<file path="config.mk">
export PLATFORM = sky130hd
export DESIGN_NAME = xmb_bus
export DESIGN_NICKNAME = d
export VERILOG_FILES = /design/src/xmb_pkg.sv /design/src/xmb_bus.sv
export VERILOG_INCLUDE_DIRS = /design/src
export SDC_FILE = /design/constraint.sdc
export NUM_CORES = 1
export LEC_CHECK = 0
export BUFFER_PORTS_ARGS = -buffer_cell sky130_fd_sc_hd__buf_2
export CAP_MARGIN = 40
export CORE_MARGIN = 2
export CORE_UTILIZATION = 56
export CTS_CLUSTER_SIZE = 16
export DETAILED_ROUTE_END_ITERATION = 7
export GPL_TIMING_DRIVEN = 0
export PLACE_DENSITY = 0.8
export SKIP_LAST_GASP = 1
export SLEW_MARGIN = 20
export SYNTH_ARGS = -nofsm -noshare
export SYNTH_HDL_FRONTEND = slang
export SYNTH_SLANG_ARGS = --single-unit
</file>
<file path="constraint.sdc">
create_clock -name clk_sys -period 4.5 [get_ports clk_sys]
set_clock_uncertainty 0.2 [all_clocks]
set_input_delay 0.45 -clock clk_sys [delete_from_list [all_inputs] [get_ports clk_sys]]
set_output_delay 0.45 -clock clk_sys [all_outputs]
set_load 0.005 [all_outputs]
</file>
<file path="src/xmb_regs.svh">
// register offsets, field positions, reset values, command bits and write mode codes of the external memory bus
`ifndef XMB_REGS_SVH
`define XMB_REGS_SVH

`define XMB_OFF_CTRL        12'h000
`define XMB_OFF_LATCH       12'h004
`define XMB_OFF_PTR         12'h008
`define XMB_OFF_CMD         12'h00c
`define XMB_OFF_STATUS      12'h010
`define XMB_OFF_RDATA       12'h014
`define XMB_OFF_PORT        12'h018
`define XMB_OFF_PORTOE      12'h01c

`define XMB_CTRL_BUSDIS     7
`define XMB_CTRL_WAIT_LO    4
`define XMB_CTRL_WM_LO      0
`define XMB_CTRL_RESET      8'h00

`define XMB_CMD_WRITE       0
`define XMB_CMD_READ        1
`define XMB_CMD_FETCH       2
`define XMB_CMD_EXTSRC      3
`define XMB_CMD_SLEEP       4

`define XMB_WM_BYTEWR       2'h0
`define XMB_WM_BYTESEL      2'h1

`endif

</file>
<file path="src/xmb_pkg.sv">
// types of the external memory bus block
package xmb_pkg;
	typedef enum logic [2:0] {
		XMB_IDLE  = 3'b000,
		XMB_ALE   = 3'b001,
		XMB_ADDR  = 3'b010,
		XMB_WAIT  = 3'b011,
		XMB_DATA  = 3'b100,
		XMB_DONE  = 3'b101
	} xmb_state_t;

	typedef struct packed {
		logic ub;
		logic lb;
		logic ce;
		logic ba0;
		logic write_high_strobe;
		logic write_low_strobe;
		logic oe;
		logic ale;
	} xmb_ctl_t;
endpackage

</file>
<file path="src/xmb_bus.sv">
// external memory bus controller with apb register slave
//
// Behaviour
// - access with bus disabled still uses bus
// - disable waits for branch to internal memory
// - idle internal execution: pins parked, tri-stated
// - each bus pin shared with port bit
// - sixteen-bit only, mode fixed by configuration
// - latch strobe marks address, oe reads word
// - chip enable low on access, high asleep
// - byte write pulses exactly one write strobe
// - word write even: hold byte, no strobe
// - word write odd: latch high, held low
// - word write odd: high strobe, ba0 mirrors, both enables
// - byte select: both halves, high strobe only
// - byte select: ba0 and enables from pointer
// - disable bit one gives ports, zero bus
// - wait field adds three minus code cycles, none on fetch
// - write mode field selects table write mode
//
// The APB slave port and the placing of the registers were left to the implementer.
`include "xmb_regs.svh"

module xmb_bus import xmb_pkg::*; #(
	parameter logic cfgExtMode = 1'b1
) (
	input  wire logic        clk_sys,
	input  wire logic        reset_n,
	input  wire logic        clkEn,
	input  wire logic        psel,
	input  wire logic        penable,
	input  wire logic        pwrite,
	input  wire logic [11:0] paddr,
	input  wire logic [31:0] pwdata,
	output logic      [31:0] prdata,
	output logic             pready,
	output logic             pslverr,
	input  wire logic [15:0] adIn,
	output logic      [15:0] adOut,
	output logic      [15:0] adOe_n,
	output logic      [3:0]  addrHi,
	output logic      [3:0]  addrHiOe_n,
	output logic      [7:0]  ctlOut,
	output logic      [7:0]  ctlOe_n
);
	// ----------------------------------------------------------------
	// register state
	// ----------------------------------------------------------------
	logic [7:0]  ctrl_q;
	logic        busDis_q;
	logic [7:0]  latch_q;
	logic [19:0] ptr_q;
	logic        extSrc_q;
	logic        sleep_q;
	logic [15:0] rdata_q;
	logic [7:0]  hold_q;
	logic [27:0] port_q;
	logic [27:0] portOe_q;
	xmb_state_t  state_q;
	logic [1:0]  waitCnt_q;
	logic        isWrite_q;
	logic        isFetch_q;
	logic        apbDone_q;
	logic [31:0] prdata_q;
	logic        pslverr_q;
	xmb_ctl_t    ctl_q;
	logic [15:0] adOut_q;
	logic        adDrive_q;
	logic [3:0]  addrHi_q;
	logic        busOwn_q;

	wire logic       apbAcc = psel & penable & ~apbDone_q;
	wire logic       apbWr  = apbAcc & pwrite;
	wire logic [1:0] wm     = ctrl_q[`XMB_CTRL_WM_LO +: 2];
	wire logic       busy   = state_q != XMB_IDLE;

	function automatic logic [1:0] waitCycles(input logic [1:0] code);
		waitCycles = 2'h3 - code;
	endfunction

	// ----------------------------------------------------------------
	// apb slave: access phase with one wait state, answer registered at the first edge
	// ----------------------------------------------------------------
	always_ff @(posedge clk_sys or negedge reset_n) begin
		if (!reset_n) begin
			apbDone_q <= 1'b0;
			prdata_q  <= 32'h0;
			pslverr_q <= 1'b0;
		end else if (clkEn) begin
			apbDone_q <= apbAcc;
			pslverr_q <= 1'b0;
			if (apbAcc && !pwrite) begin
				case (paddr)
					`XMB_OFF_CTRL:   prdata_q <= {24'h0, ctrl_q[7], 1'b0, ctrl_q[5:4], 2'h0,
						ctrl_q[1:0]};
					`XMB_OFF_LATCH:  prdata_q <= {24'h0, latch_q};
					`XMB_OFF_PTR:    prdata_q <= {12'h0, ptr_q};
					`XMB_OFF_STATUS: prdata_q <= {26'h0, busOwn_q, busDis_q, sleep_q, extSrc_q,
						busy, cfgExtMode};
					`XMB_OFF_RDATA:  prdata_q <= {16'h0, rdata_q};
					`XMB_OFF_PORT:   prdata_q <= {4'h0, port_q};
					`XMB_OFF_PORTOE: prdata_q <= {4'h0, portOe_q};
					default:         prdata_q <= 32'h0;
				endcase
			end
			if (apbAcc && !(paddr inside {`XMB_OFF_CTRL, `XMB_OFF_LATCH, `XMB_OFF_PTR,
				`XMB_OFF_CMD, `XMB_OFF_STATUS, `XMB_OFF_RDATA, `XMB_OFF_PORT,
				`XMB_OFF_PORTOE}))
				pslverr_q <= 1'b1;
		end
	end

	// pready sits high one cycle after penable: access takes two edges
	assign pready  = apbDone_q;
	assign prdata  = prdata_q;
	assign pslverr = pslverr_q;

	// ----------------------------------------------------------------
	// software-written registers
	// ----------------------------------------------------------------
	always_ff @(posedge clk_sys or negedge reset_n) begin
		if (!reset_n) begin
			ctrl_q   <= `XMB_CTRL_RESET;
			latch_q  <= 8'h0;
			ptr_q    <= 20'h0;
			extSrc_q <= 1'b0;
			sleep_q  <= 1'b0;
			port_q   <= 28'h0;
			portOe_q <= 28'hfffffff;
		end else if (clkEn) begin
			if (apbWr) begin
				case (paddr)
					`XMB_OFF_CTRL:   ctrl_q   <= pwdata[7:0] & 8'hb3;
					`XMB_OFF_LATCH:  latch_q  <= pwdata[7:0];
					`XMB_OFF_PTR:    ptr_q    <= pwdata[19:0];
					`XMB_OFF_PORT:   port_q   <= pwdata[27:0];
					`XMB_OFF_PORTOE: portOe_q <= pwdata[27:0];
					`XMB_OFF_CMD: begin
						extSrc_q <= pwdata[`XMB_CMD_EXTSRC];
						sleep_q  <= pwdata[`XMB_CMD_SLEEP];
					end
					default: ;
				endcase
			end
		end
	end

	// ----------------------------------------------------------------
	// disable bit: deferred while code runs from external memory
	// ----------------------------------------------------------------
	always_ff @(posedge clk_sys or negedge reset_n) begin
		if (!reset_n) begin
			busDis_q <= 1'b0;
		end else if (clkEn) begin
			if (!extSrc_q)
				busDis_q <= ctrl_q[`XMB_CTRL_BUSDIS];
		end
	end

	// ----------------------------------------------------------------
	// bus cycle sequencer
	// ----------------------------------------------------------------
	wire logic cmdGo = apbWr && paddr == `XMB_OFF_CMD && !busy && cfgExtMode && !sleep_q &&
		(pwdata[`XMB_CMD_WRITE] | pwdata[`XMB_CMD_READ] | pwdata[`XMB_CMD_FETCH]);

	always_ff @(posedge clk_sys or negedge reset_n) begin
		if (!reset_n) begin
			state_q   <= XMB_IDLE;
			waitCnt_q <= 2'h0;
			isWrite_q <= 1'b0;
			isFetch_q <= 1'b0;
		end else if (clkEn) begin
			case (state_q)
				XMB_IDLE: begin
					if (cmdGo) begin
						state_q   <= XMB_ALE;
						isWrite_q <= pwdata[`XMB_CMD_WRITE];
						isFetch_q <= pwdata[`XMB_CMD_FETCH];
					end
				end
				XMB_ALE:  state_q <= XMB_ADDR;
				XMB_ADDR: begin
					waitCnt_q <= isFetch_q ? 2'h0 : waitCycles(ctrl_q[`XMB_CTRL_WAIT_LO +: 2]);
					state_q   <= XMB_WAIT;
				end
				XMB_WAIT: begin
					if (waitCnt_q == 2'h0)
						state_q <= XMB_DATA;
					else
						waitCnt_q <= waitCnt_q - 2'h1;
				end
				XMB_DATA: state_q <= XMB_DONE;
				XMB_DONE: state_q <= XMB_IDLE;
				default:  state_q <= XMB_IDLE;
			endcase
		end
	end

	// ----------------------------------------------------------------
	// word write holding byte and read capture
	// ----------------------------------------------------------------
	always_ff @(posedge clk_sys or negedge reset_n) begin
		if (!reset_n) begin
			hold_q  <= 8'h0;
			rdata_q <= 16'h0;
		end else if (clkEn && state_q == XMB_DATA) begin
			if (isWrite_q && wm[1] && !ptr_q[0])
				hold_q <= latch_q;
			if (!isWrite_q)
				rdata_q <= adIn;
		end
	end

	// ----------------------------------------------------------------
	// pin drive: bus owns pins during a cycle, else ports or parked
	// ----------------------------------------------------------------
	always_ff @(posedge clk_sys or negedge reset_n) begin
		if (!reset_n) begin
			ctl_q     <= '{ub: 1'b1, lb: 1'b1, ce: 1'b1, ba0: 1'b0, write_high_strobe: 1'b1, write_low_strobe: 1'b1,
				oe: 1'b1, ale: 1'b0};
			adOut_q   <= 16'h0;
			adDrive_q <= 1'b0;
			addrHi_q  <= 4'h0;
			busOwn_q  <= 1'b0;
		end else if (clkEn) begin
			// a cycle owns the pins even with the bus disabled
			busOwn_q  <= busy || !busDis_q;
			ctl_q     <= '{ub: 1'b1, lb: 1'b1, ce: 1'b1, ba0: 1'b0, write_high_strobe: 1'b1, write_low_strobe: 1'b1,
				oe: 1'b1, ale: 1'b0};
			adDrive_q <= 1'b0;
			if (busy && !sleep_q) begin
				ctl_q.ce   <= 1'b0;
				addrHi_q   <= ptr_q[19:16];
				ctl_q.ba0  <= ptr_q[0];
				if (state_q == XMB_ALE || state_q == XMB_ADDR) begin
					adDrive_q <= 1'b1;
					adOut_q   <= {ptr_q[15:1], 1'b0};
					ctl_q.ale <= state_q == XMB_ALE;
				end else if (!isWrite_q) begin
					ctl_q.oe <= 1'b0;
					ctl_q.ub <= 1'b0;
					ctl_q.lb <= 1'b0;
				end else if (wm == `XMB_WM_BYTEWR) begin
					adDrive_q <= 1'b1;
					adOut_q   <= {latch_q, latch_q};
					if (state_q == XMB_DATA) begin
						ctl_q.write_low_strobe <= ptr_q[0];
						ctl_q.write_high_strobe <= !ptr_q[0];
					end
				end else if (wm == `XMB_WM_BYTESEL) begin
					adDrive_q <= 1'b1;
					adOut_q   <= {latch_q, latch_q};
					ctl_q.ub  <= !ptr_q[0];
					ctl_q.lb  <= ptr_q[0];
					if (state_q == XMB_DATA)
						ctl_q.write_high_strobe <= 1'b0;
				end else if (ptr_q[0]) begin
					adDrive_q <= 1'b1;
					adOut_q   <= {latch_q, hold_q};
					ctl_q.ub  <= 1'b0;
					ctl_q.lb  <= 1'b0;
					if (state_q == XMB_DATA)
						ctl_q.write_high_strobe <= 1'b0;
				end
				// even word write leaves bus tri-stated, no strobe
			end
		end
	end

	// shared pins: bus functions or the port latches of the same bits
	always_comb begin
		if (busOwn_q && cfgExtMode) begin
			adOut      = adOut_q;
			adOe_n     = {16{!adDrive_q}};
			addrHi     = addrHi_q;
			addrHiOe_n = {4{!(adDrive_q || (ctl_q.ce == 1'b0))}};
			ctlOut     = ctl_q;
			ctlOe_n    = 8'h00;
		end else begin
			adOut      = port_q[15:0];
			adOe_n     = portOe_q[15:0];
			addrHi     = port_q[19:16];
			addrHiOe_n = portOe_q[19:16];
			ctlOut     = port_q[27:20];
			ctlOe_n    = portOe_q[27:20];
		end
	end
endmodule

</file>
==> results.yml <==
run_status:
  status: "completed"
setup_path:
  crit_path_start_kind: "flip-flop"
  critical-path-max-stage-delay_ps: 590
  path_max_fanout: 10
  reg2reg_to: "adOut_q[1]"
  reg2reg_slack_ps: 1630
  rr_worst_depth: 7
  crit_buf_inv: 3
  crit_path_frequent_cell: "clkbuf_1"
  cp-end-kind: "output pin"
  r2r_start: "state_q[2]"
  worstSetupPathType: "reg -> out"
  path_cells: "clkbuf_1 -> clkbuf_1 -> nand3_1 -> o21ai_0 -> buf_2"
  cp.required_ps: 3850
  crit_path_top_delay_cell: "clkbuf_1"
  worst_ep_arrival_time_ps: 2570
  cp_top_family: "buffers and inverters"
yosys:
  syn_area_um2: 8905
  synthFlopType: "dfrtp_1"
  yosysTopAreaCellShare_pct: 41.87
  synthTopCellsByCount: "185 x mux2_2, 149 x dfrtp_1, 38 x nand2_1, 34 x dfstp_2, 32 x o21ai_0"
  synth.avg_cell_area_um2: 12.42
  synth_top_area_cell: "dfrtp_1"
  synth.area.top_cells: "dfrtp_1 42%, mux2_2 23%, dfstp_2 10%"
  yosysSeqAreaShare_pct: 51.90
  ys_warn_count: 0
  synth-edff-count: 0
  async_flop_share_pct: 100.0
  syn_inst: 717
  yosysMostFrequentCell: "mux2_2"
  ys_ff_latch: 183
  synth.distinct_cells: 60
worst_hold_path:
  hp-class: "in -> reg"
  hp-start: "adIn[14]"
  hold_path_end: "rdata_q[14]"
  hold_depth: 2
pwr:
  pwr-share-clk_pct: 38.3
  p_int_mw: 2.757
  power-per-cell-area_nw_per_um2: 362.1
  share_comb_of_total_power_pct: 16.6
  p_sw_share_pct: 28.07
  leakagePower_nw: 5.136
  ir_worst_vdd_mv: 0.2783
  switchingPower_mw: 1.076
  seq_power_share_pct: 45.0
floorplan:
  fp.dieArea_um2: 16930
  coreArea_um2: 15710
  core.rowCount: 46
  ios: 156
  start_util_pct: 56.67
  die_y_um: 130.1
  die_x_um: 130.1
placement:
  place_hpwl_um: 16860
  gp_congestion: 0.8867
  port_buffers: 146
  place_ws_ps: 1589
  placedCellCount: 1084
cells_and_area:
  drive_gt1_share_pct: 48.67
  fin_nets: 956
  final_cells: 1118
  diodes: 0
  syn_to_final_growth_pct: 18.88
clock_tree:
  cts_buffer_depth: 2
  cts_tree: "built"
  holdBufCountCts: 1
  ctsResizeCount: 0
  post-cts-setup-buffers: 0
  clock-sinks: 183
  clk_latency_ps: 430
  clkTransAtPathRegs_ps: 70
  clock-root-buffer: "clkbuf_16"
  htreeDepth: 4
  cts_buffers: 17
timing:
  max-slew-margin-rel_pct: 43.26
  finalSetupTns_ps: 0
  finalSetupViolations: 0
  rsz0062_at_grt: "false"
  fmax_ghz: 0.3107
  fin_ws_ps: 1281
  timing.final.crit_share_pct: 71.53
  slew_violations: 0
  fin_crit_ps: 3219
  worst_slew_pin_slew_ps: 850.2
  hold_violations: 0
global_routing:
  grt_overflow: 0
  grt_max_degree: 79
  grt_usage_pct: 29.61
  grt_pass1_vias: 6748
  antenna_found_initial: 0
  grt_pass1_wl_um: 37310
detailed_routing:
  final_antenna_net_count: 0
  vias_per_cell: 6.013
  wire_per_inst_um: 21.86
  first_pass_iters: 7
  vias: 6723
  drt-initial-drc-count: 494
  drc: 0
  wl_um: 24440
flow_run:
  drv_cap: 0
==> per-layer routing <==
layer	up-vias	share of wire (%)	global-route usage (%)	wire, um
met2	307	48	47.43	11720
li1	2960	-	-	-
met3	57	7.6	6.314	1853
met5	-	0	0	0
met4	0	3.5	12.46	860
met1	3399	41	39.52	10010
==> power groups by stage <==
stage / combinational (mW) / sequential [mW] / clock [mW]
3_5_place_dp: 0.629 / 1.75 / 0
6_report: 0.638 / 1.73 / 1.47
2_1_floorplan: 0.347 / 1.75 / 0
5_1_grt: 0.691 / 1.73 / 1.54
3_3_place_gp: 0.611 / 1.75 / 0
4_1_cts: 0.632 / 1.73 / 1.47
==> sequential cells by signal, summed over array words and instances (netlist names), 3 cells and up <==
signal	count
prdata	28
latch_q	8
ctrl_q	5
addrHi_q	4
portOe_q	28
adOut_q	16
rdata_q	16
port_q	28
ctl_q	8
hold_q	8
ptr_q	20
state_q	3
==> stage by stage <==
stage	hold slack (ps)	area, um^2	utilization, %	power, mW
3_5_place_dp	189.1	9991	63.59	2.383
2_1_floorplan	-45.59	8916	-	2.092
6_report	47.96	10590	67.38	3.833
4_1_cts	42.93	10580	67.33	3.825
3_3_place_gp	264.4	9917	63.12	2.365
5_1_grt	47.98	10590	67.38	3.962
==> cell type report <==
cell class / count / area (um^2)
Timing Repair Buffer: 150 / 813.3
Clock inverter: 12 / 121.4
Multi-Input combinational cell: 465 / 3984
Fill cell: 1188 / 5126
Tap cell: 216 / 270.3
Sequential cell: 183 / 4622
Buffer: 49 / 232.7
Clock buffer: 20 / 456.7
Inverter: 23 / 86.33
==> cell families after synthesis <==
group | after synthesis | synth area share, %
mux | 205 | 25.94
flops | 183 | 51.90
simple gates | 129 | 8.262
compound gates | 125 | 10.03
buf+inv | 72 | 3.583
fa+ha+maj | 1 | 0.1405
other cells | 1 | 0.04211
xor+xnor | 1 | 0.09837
==> how the worst max path moves through the flow <==
stage	endpoint	slack [ps]	cells past startpoint	from
6_report	addrHiOe_n[1]	1280	5	busOwn_q
5_1_grt	addrHiOe_n[1]	1270	5	busOwn_q
4_1_cts	adOut[0]	1350	4	busOwn_q
3_5_place_dp	port_q[23]	1590	6	paddr[7]
3_3_place_gp	ptr_q[16]	-170	1	reset_n
2_1_floorplan	ptr_q[0]	2300	5	paddr[7]
==> cell usage in the layout (no fill, tap or decap), drive strengths merged, types with 8 or more instances in the layout <==
cell type,Yosys,final
mux2i,17,17
nor2,22,22
o21ai,33,33
o21a,13,13
a221o,8,8
a21oi,12,12
dfrtp,149,149
a22o,18,18
buf,27,176
nor2b,12,12
nand3,12,12
mux2,186,186
nand2,38,38
clkbuf,22,42
and2,9,9
inv,23,26
dfstp,34,34
Power figures use the tool's default switching activity.
